### src/pfxs_pkg.sv
package pfxs_pkg;

	// ==================================================================
	// Configuration index values and reset values.
	localparam logic [7:0] PFXS_IDX_PAR_SER = 8'h04;
	localparam logic [7:0] PFXS_IDX_FLOPPY = 8'h05;
	localparam logic [7:0] PFXS_PAR_SER_RST = 8'h00;
	localparam logic [7:0] PFXS_FLOPPY_RST = 8'h00;
	localparam logic [7:0] PFXS_IDX_RST = 8'h00;

	// Bits that read back from the floppy setup register; the rest read zero.
	localparam logic [7:0] PFXS_FLOPPY_RD_MASK = 8'h7C;

	// ==================================================================
	// Field positions in the parallel and serial setup register.
	localparam int PFXS_PS_MODE_LSB = 0;
	localparam int PFXS_PS_ROUTE_LSB = 2;
	localparam int PFXS_PS_CLK1_BIT = 4;
	localparam int PFXS_PS_CLK2_BIT = 5;
	localparam int PFXS_PS_EPP_BIT = 6;
	localparam int PFXS_PS_ALTIR_BIT = 7;

	// Field positions in the floppy setup register.
	localparam int PFXS_FD_DMA_BIT = 2;
	localparam int PFXS_FD_DENS_LSB = 3;
	localparam int PFXS_FD_SWAP_BIT = 5;
	localparam int PFXS_FD_EXT_BIT = 6;

	// ==================================================================
	// Mode and field encodings.
	localparam logic [1:0] PFXS_MODE_SPP = 2'h0;
	localparam logic [1:0] PFXS_MODE_EPP_SPP = 2'h1;
	localparam logic [1:0] PFXS_MODE_ECP = 2'h2;
	localparam logic [1:0] PFXS_MODE_ECP_EPP = 2'h3;
	localparam logic [2:0] PFXS_ECR_SPP = 3'h0;
	localparam logic [2:0] PFXS_ECR_EPP = 3'h4;
	localparam logic [1:0] PFXS_DENS_FORCE_HI = 2'h2;
	localparam logic [1:0] PFXS_DENS_FORCE_LO = 2'h3;

	// ==================================================================
	// Baud path: divide the reference tick by 13 (normal) or 12 (music link), then by 16.
	localparam logic [3:0] PFXS_DIV_NORMAL = 4'hD;
	localparam logic [3:0] PFXS_DIV_MIDI = 4'hC;
	localparam logic [3:0] PFXS_OVERSAMPLE = 4'hF;

	typedef enum logic [1:0] {PFXS_OP_SPP, PFXS_OP_EPP, PFXS_OP_ECP} pfxs_op_t;

	// Floppy side signals from the controller core.
	typedef struct packed {
		logic [1:0] drive_num;
		logic drive_en;
		logic [1:0] motor;
		logic density;
		logic dma_req;
		logic irq;
		logic byte_done;
		logic fifo_en;
	} pfxs_fdc_in_t;

	// Floppy side signals to the pins.
	typedef struct packed {
		logic [1:0] drive_sel;
		logic ext_decode;
		logic [1:0] motor;
		logic density;
		logic floppy_dma_request;
		logic floppy_interrupt;
	} pfxs_fdc_out_t;

	typedef struct packed {
		logic [3:0] cnt;
		logic [3:0] sub;
		logic tick16;
		logic bit_tick;
	} pfxs_baud_t;

endpackage

### src/pfxs_setup_regs.sv
`timescale 1ns/1ps
module pfxs_setup_regs
	import pfxs_pkg::*;
(
	// Clock and reset.
	input wire logic clk,
	input wire logic srst,
	// Configuration port.
	input wire logic cfg_mode,
	input wire logic idx_we,
	input wire logic data_we,
	input wire logic data_re,
	input wire logic [7:0] wdata,
	output logic [7:0] rdata,
	// Bits of neighbouring configuration registers.
	input wire logic [1:0] config_reg_zero_low,
	input wire logic config_reg_one_mode_ext,
	// Parallel port.
	input wire logic [2:0] ecr_mode,
	output pfxs_op_t par_op,
	output logic [1:0] par_mode,
	output logic [1:0] par_floppy_route,
	output logic epp_v17,
	// Serial ports.
	input wire logic baud_ref_tick,
	output logic primary_serial_clock_select,
	output logic secondary_serial_clock_select,
	output pfxs_baud_t baud1,
	output pfxs_baud_t baud2,
	// Infrared.
	input wire logic ir_tx,
	output logic ir_rx,
	input wire logic primary_ir_receive,
	input wire logic alternate_ir_receive,
	output logic primary_ir_transmit,
	output logic alternate_ir_transmit,
	// Floppy.
	input pfxs_fdc_in_t fdc_in,
	output pfxs_fdc_out_t fdc_out
);

	// ==================================================================
	// State.
	typedef struct packed {
		logic [7:0] idx;
		logic [7:0] ps;
		logic [7:0] fd;
		logic [7:0] rdata;
		pfxs_op_t op;
		pfxs_baud_t b1;
		pfxs_baud_t b2;
		logic ir_rx;
		logic ir_tx_pri;
		logic ir_tx_alt;
		pfxs_fdc_out_t fo;
		logic byte_seen;
	} pfxs_state_t;

	pfxs_state_t st_r;
	pfxs_state_t st_nxt;

	// One divider stage for a serial port; sel picks 12 instead of 13.
	function automatic pfxs_baud_t baud_step(input pfxs_baud_t b, input logic sel, input logic ref_tick);
		pfxs_baud_t n;
		logic [3:0] last;
		n = b;
		last = (sel ? PFXS_DIV_MIDI : PFXS_DIV_NORMAL) - 4'h1;
		n.tick16 = 1'b0;
		n.bit_tick = 1'b0;
		if (ref_tick) begin
			if (b.cnt >= last) begin
				n.cnt = 4'h0;
				n.tick16 = 1'b1;
				n.sub = b.sub + 4'h1;
				n.bit_tick = (b.sub == PFXS_OVERSAMPLE);
			end else begin
				n.cnt = b.cnt + 4'h1;
			end
		end
		return n;
	endfunction

	logic ps_hit;
	logic fd_hit;
	logic alt_ok;
	logic [1:0] dnum;
	logic [1:0] dens;

	// ==================================================================
	// Next-state logic.
	always_comb begin
		st_nxt = st_r;
		ps_hit = cfg_mode && (st_r.idx == PFXS_IDX_PAR_SER);
		fd_hit = cfg_mode && (st_r.idx == PFXS_IDX_FLOPPY);

		// Registers are only reachable in configuration mode.
		if (cfg_mode && idx_we) begin
			st_nxt.idx = wdata;
		end
		if (data_we && ps_hit) begin
			st_nxt.ps = wdata;
		end
		if (data_we && fd_hit) begin
			st_nxt.fd = wdata & PFXS_FLOPPY_RD_MASK;
		end
		if (data_re) begin
			if (ps_hit) begin
				st_nxt.rdata = st_r.ps;
			end else if (fd_hit) begin
				st_nxt.rdata = st_r.fd & PFXS_FLOPPY_RD_MASK;
			end else begin
				st_nxt.rdata = 8'h00;
			end
		end

		// Parallel operating mode; the ECR code can override within ECP modes.
		case (st_r.ps[PFXS_PS_MODE_LSB +: 2])
			PFXS_MODE_SPP: st_nxt.op = PFXS_OP_SPP;
			PFXS_MODE_EPP_SPP: st_nxt.op = PFXS_OP_EPP;
			PFXS_MODE_ECP: st_nxt.op = (ecr_mode == PFXS_ECR_SPP) ? PFXS_OP_SPP : PFXS_OP_ECP;
			PFXS_MODE_ECP_EPP: begin
				if (ecr_mode == PFXS_ECR_EPP) begin
					st_nxt.op = PFXS_OP_EPP;
				end else if (ecr_mode == PFXS_ECR_SPP) begin
					st_nxt.op = PFXS_OP_SPP;
				end else begin
					st_nxt.op = PFXS_OP_ECP;
				end
			end
			default: st_nxt.op = PFXS_OP_SPP;
		endcase
		// The extension flag hands the mode choice elsewhere; fall back to plain SPP.
		if (config_reg_one_mode_ext) begin
			st_nxt.op = PFXS_OP_SPP;
		end

		// Baud dividers for both serial ports.
		st_nxt.b1 = baud_step(st_r.b1, st_r.ps[PFXS_PS_CLK1_BIT], baud_ref_tick);
		st_nxt.b2 = baud_step(st_r.b2, st_r.ps[PFXS_PS_CLK2_BIT], baud_ref_tick);

		// Infrared pin routing; alternate pins stay idle unless enabled.
		alt_ok = (config_reg_zero_low == 2'h3);
		if (!st_r.ps[PFXS_PS_ALTIR_BIT]) begin
			st_nxt.ir_rx = primary_ir_receive;
			st_nxt.ir_tx_pri = ir_tx;
			st_nxt.ir_tx_alt = 1'b0;
		end else begin
			st_nxt.ir_rx = alt_ok ? alternate_ir_receive : 1'b0;
			st_nxt.ir_tx_pri = 1'b0;
			st_nxt.ir_tx_alt = alt_ok ? ir_tx : 1'b0;
		end

		// Drive and motor swap.
		dnum = fdc_in.drive_num;
		st_nxt.fo.motor = fdc_in.motor;
		if (st_r.fd[PFXS_FD_SWAP_BIT]) begin
			if (!dnum[1]) begin
				dnum[0] = ~dnum[0];
			end
			st_nxt.fo.motor = {fdc_in.motor[0], fdc_in.motor[1]};
		end
		// Internal decoder drives two one-hot selects; external mode emits the drive number.
		st_nxt.fo.ext_decode = st_r.fd[PFXS_FD_EXT_BIT];
		if (st_r.fd[PFXS_FD_EXT_BIT]) begin
			st_nxt.fo.drive_sel = fdc_in.drive_en ? dnum : 2'h0;
		end else begin
			st_nxt.fo.drive_sel = 2'h0;
			if (fdc_in.drive_en && !dnum[1]) begin
				st_nxt.fo.drive_sel[dnum[0]] = 1'b1;
			end
		end

		// Density output forcing; the reserved code behaves as normal.
		dens = st_r.fd[PFXS_FD_DENS_LSB +: 2];
		case (dens)
			PFXS_DENS_FORCE_HI: st_nxt.fo.density = 1'b1;
			PFXS_DENS_FORCE_LO: st_nxt.fo.density = 1'b0;
			default: st_nxt.fo.density = fdc_in.density;
		endcase

		// Non-burst DMA drops the request for two cycles after each byte and strobes the interrupt.
		st_nxt.byte_seen = 1'b0;
		if (st_r.fd[PFXS_FD_DMA_BIT] && fdc_in.fifo_en) begin
			st_nxt.byte_seen = fdc_in.byte_done;
			st_nxt.fo.floppy_dma_request = fdc_in.dma_req && !fdc_in.byte_done && !st_r.byte_seen;
			st_nxt.fo.floppy_interrupt = fdc_in.irq || fdc_in.byte_done;
		end else begin
			st_nxt.fo.floppy_dma_request = fdc_in.dma_req;
			st_nxt.fo.floppy_interrupt = fdc_in.irq;
		end
	end

	// ==================================================================
	// State register.
	always_ff @(posedge clk) begin
		if (srst) begin
			st_r <= '0;
			st_r.idx <= PFXS_IDX_RST;
			st_r.ps <= PFXS_PAR_SER_RST;
			st_r.fd <= PFXS_FLOPPY_RST;
			st_r.op <= PFXS_OP_SPP;
		end else begin
			st_r <= st_nxt;
		end
	end

	// ==================================================================
	// Outputs.
	assign rdata = st_r.rdata;
	assign par_op = st_r.op;
	assign par_mode = st_r.ps[PFXS_PS_MODE_LSB +: 2];
	assign par_floppy_route = st_r.ps[PFXS_PS_ROUTE_LSB +: 2];
	assign epp_v17 = st_r.ps[PFXS_PS_EPP_BIT];
	assign primary_serial_clock_select = st_r.ps[PFXS_PS_CLK1_BIT];
	assign secondary_serial_clock_select = st_r.ps[PFXS_PS_CLK2_BIT];
	assign baud1 = st_r.b1;
	assign baud2 = st_r.b2;
	assign ir_rx = st_r.ir_rx;
	assign primary_ir_transmit = st_r.ir_tx_pri;
	assign alternate_ir_transmit = st_r.ir_tx_alt;
	assign fdc_out = st_r.fo;
endmodule

### config.mk
export PLATFORM = sky130hd
export DESIGN_NAME = pfxs_setup_regs
export DESIGN_NICKNAME = d
export VERILOG_FILES = /design/src/pfxs_pkg.sv /design/src/pfxs_setup_regs.sv
export SDC_FILE = /design/constraint.sdc
export NUM_CORES = 1
export LEC_CHECK = 0
export BUFFER_PORTS_ARGS = -buffer_cell sky130_fd_sc_hd__buf_2
export CORE_MARGIN = 10
export CORE_UTILIZATION = 39
export DETAILED_ROUTE_END_ITERATION = 12
export PLACE_DENSITY_LB_ADDON = 0.08
export SLEW_MARGIN = 10
export SYNTH_ARGS = -nofsm -noshare
export SYNTH_HDL_FRONTEND = slang
export SYNTH_SLANG_ARGS = --single-unit
### constraint.sdc
create_clock -name clk -period 3 [get_ports clk]
set_input_delay 0.75 -clock clk [delete_from_list [all_inputs] [get_ports clk]]
set_output_delay 0.75 -clock clk [all_outputs]
set_load 0.03 [all_outputs]
==> qor.log <==
qor: clock_network.worst_setup_hold_path_clk_slew 0.07 ns
qor: final_layout.post_route_cells_drive_above_1_share 0.289
qor: final_layout.syn_to_final_growth 12.6%
qor: worst_setup_path.critPathMaxStageDelay 0.60 ns
qor: sta.timing.final.setup_violations 0
qor: floorplanning.ioPinCount 82
qor: worst_setup_path.cp-end-kind register
qor: synth.ys_async_sr_fraction 0
qor: floorplanning.chipHeight 108 um
qor: min_path.min_path_type reg2reg
qor: power.power_per_cell_area 551 nW/um2
qor: synth.syn-instance-count 329
qor: clock_network.cts-htree-levels 3
qor: synth.synth_seq_cells 63
qor: sta.timing.clock.skew 0.00577 ns
qor: status.status completed
qor: synth.postSynthAreaPerCell 9.08 um2
qor: clock_network.cts_sinks 63
qor: synth.synth.net_count 373
qor: power.p_leak 1.56 nW
qor: drt.vias_per_cell 4.84
qor: worst_setup_path.critPathKind reg2reg
qor: final_layout.layout.nets 409
qor: synth.yosysTopAreaCellShare 0.422
qor: sta.period_minus_slack 1.96 ns
qor: worst_setup_path.worst_setup_path_start_kind register
qor: sta.maxSlewViolCount 0
qor: global_routing.antenna_violations_before_repair 0
qor: worst_setup_path.critPathArrivalTime 2.21 ns
qor: drt.initialDrtViolationCount 53
qor: worst_setup_path.setup.reg_to_reg.worst_slack 1.04 ns
qor: placed_design.place_inst 453
qor: clock_network.cts_inserted_buffers 9
qor: floorplanning.fp.dieArea 11600 um2
qor: synth.synth_flop_cell dfxtp_1
qor: final_layout.antenna_cells 0
qor: floorplanning.die_w 108 um
qor: sta.sum_of_negative_setup_slack 0 ns
qor: floorplanning.row_count 31
qor: global_routing.total_overflow_reported_by_the_global_router 0
qor: synth.mappedNetlistArea 2990 um2
qor: global_routing.largest_net_degree_at_the_start_of_global_routing 23
qor: drt.wl_per_cell 14.4 um
qor: sta.max-slew-margin-rel 0.480
qor: synth.synth.area.top_cells dfxtp_1 42%, buf_4 11%, mux2i_1 6.0%
qor: clock_network.post_cts_hold_buffer_count 0
qor: worst_setup_path.critical_path.slowest_cell a31oi_1
qor: clock_network.tritoncts built
qor: worst_setup_path.critPathMaxFanout 11
qor: synth.netlist-cell-type-count 37
qor: synth.seq_area_frac_synth 0.422
qor: clock_network.post_cts_buffers 0
qor: placed_design.io_buffers 81
qor: clock_network.cts_resized 0
qor: drt.router_iterations_before_antenna_repair 4
qor: sta.fmax 511 MHz
qor: drt.drt_drc_violations_left 0
qor: floorplanning.initial_utilization 0.407
qor: sta.rsz0062_at_grt no
qor: placed_design.place_congestion 0.710
qor: global_routing.global_route.usage.total 0.120
qor: synth.synthesis.yosys.warnings 0
qor: sta.fin_crit_sh 0.652
qor: sta.finalHoldViolCount 0
qor: drt.detailroute.via_count 2270
qor: synth.synth.largest_area_cell dfxtp_1
qor: drt.routed_wl 6740 um
qor: final_layout.stdcell_count 469
qor: power.vdd.ir_drop.worst 0.223 mV
qor: placed_design.place.detailed.hpwl 5150 um
qor: sta.worst_tran_pin_value 0.776 ns
qor: clock_network.worst_skew_pair.late_latency 0.34 ns
qor: run.maximum_capacitance_violations 0
qor: floorplanning.core 7330 um2
qor: clock_network.cts.root.buffer_cell clkbuf_8
qor: synth.synth_enable_flop_cells 0
qor: worst_setup_path.crit_path_cell_trace inv_1 -> ha_1 -> nand2b_1 -> a31oi_1 -> nor2_1 -> nor3_1
qor: global_routing.vias_in_the_first_global_route 2122
qor: drt.ant_nets 0
qor: clock_network.max-clock-path-buffers 2
qor: worst_setup_path.worst_ep_required_time 3.25 ns
qor: global_routing.grt_pass1_wl 11100 um
## registers in the layout (all words and copies together) (netlist names), 2 cells and up
| register | flops |
|---|---|
| par_op | 2 |
| par_mode | 2 |
| par_floppy_route | 2 |
| st_r | 12 |
| rdata | 8 |
| dens | 2 |
| fdc_out | 8 |
| baud1 | 10 |
| baud2 | 10 |
## layout make-up
type                       instances  area (um2)
inverter                           8        30.0
timing repair buffer              83         420
clock inverter                     5        80.1
fill                             769        3970
multi-input combinational        200        1300
sequential                        63        1260
tap                               99         124
clock buffer                      11         151
## stage by stage
| stage | hold slack [ns] | cell area [um2] | setup WS (ns) | power, mW | util |
|---|---|---|---|---|---|
| final | 0.467 | 3360 | 1.04 | 1.85 | 0.459 |
| after CTS | 0.470 | 3360 | 1.00 | 1.88 | 0.459 |
| after global routing | 0.498 | 3360 | 0.841 | 1.93 | 0.459 |
| after floorplan | 0.437 | 2990 | 1.29 | 0.993 | - |
| after detailed placement | 0.459 | 3130 | 0.763 | 1.03 | 0.427 |
| after global placement | 0.452 | 3130 | 0.832 | 1.03 | 0.427 |
## cell usage in the layout (no fill, tap or decap), types with 3 or more instances in the layout
| master | n |
|---|---|
| a21oi_1 | 30 |
| buf_2 | 81 |
| nand4b_1 | 3 |
| or3_1 | 6 |
| nand3_1 | 20 |
| clkbuf_8 | 11 |
| nor2_1 | 22 |
| and4_1 | 5 |
| xnor2_1 | 4 |
| nor3_1 | 11 |
| mux2_2 | 3 |
| nand2b_1 | 11 |
| nand2_1 | 22 |
| inv_1 | 8 |
| mux2i_1 | 18 |
| a21o_1 | 3 |
| dfxtp_1 | 63 |
| ha_1 | 10 |
| o21ai_0 | 12 |
## where the power goes
group | total (mW) | leakage [nW] | internal, mW | switching, mW
clock network | 0.842 | 0.112 | 0.511 | 0.331
registers | 0.870 | 0.511 | 0.854 | 0.0167
logic | 0.142 | 0.939 | 0.0550 | 0.0871
## kinds of logic after synthesis
kind of cell	after synthesis	share of synthesized area
AO/OA/AOI/OAI	50	0.0901
XOR/XNOR	6	0.0176
adder cells (fa/ha/maj)	10	0.0419
buffers and inverters	66	0.144
flip-flops	63	0.422
multiplexers	21	0.0716
AND/OR/NAND/NOR	113	0.213
## Yosys cell counts, types with 5 or more instances
master     n
dfxtp_1   63
buf_4     45
a21oi_1   30
nand2_1   22
nor2_1    22
nand3_1   20
mux2i_1   18
o21ai_0   12
nand2b_1  11
nor3_1    11
ha_1      10
inv_1      8
or3_1      6
and4_1     5
clkbuf_1   5
## path summary, 6_finish.rpt
path / from / endpoint / cells after the start
min reg2reg: st_r[60]$_SDFFE_PP0P_ / st_r[60]$_SDFFE_PP0P_ / 2
max reg2reg: baud2[6]$_SDFFE_PP0P_ / baud2[7]$_SDFFE_PP0P_ / 6
max: baud2[6]$_SDFFE_PP0P_ / baud2[7]$_SDFFE_PP0P_ / 6
min: st_r[60]$_SDFFE_PP0P_ / st_r[60]$_SDFFE_PP0P_ / 2
## routing by layer
| metal | GRT usage | vias to the layer above | wire (um) |
|---|---|---|---|
| met3 | 0.0593 | 5 | 589 |
| met4 | 0.0344 | 0 | 53 |
| met2 | 0.175 | 64 | 2980 |
| li1 | - | 1171 | - |
| met5 | 0 | - | 0 |
| met1 | 0.152 | 1030 | 3120 |
## critical path: cells and delay by family, from the launching register on
kind	cells	cell delay [ns]
buf+inv	1	0.07
fa+ha+maj	1	0.26
compound gates	1	0.60
simple gates	3	0.52
flops	1	0.42
Power figures use the tool's default switching activity.
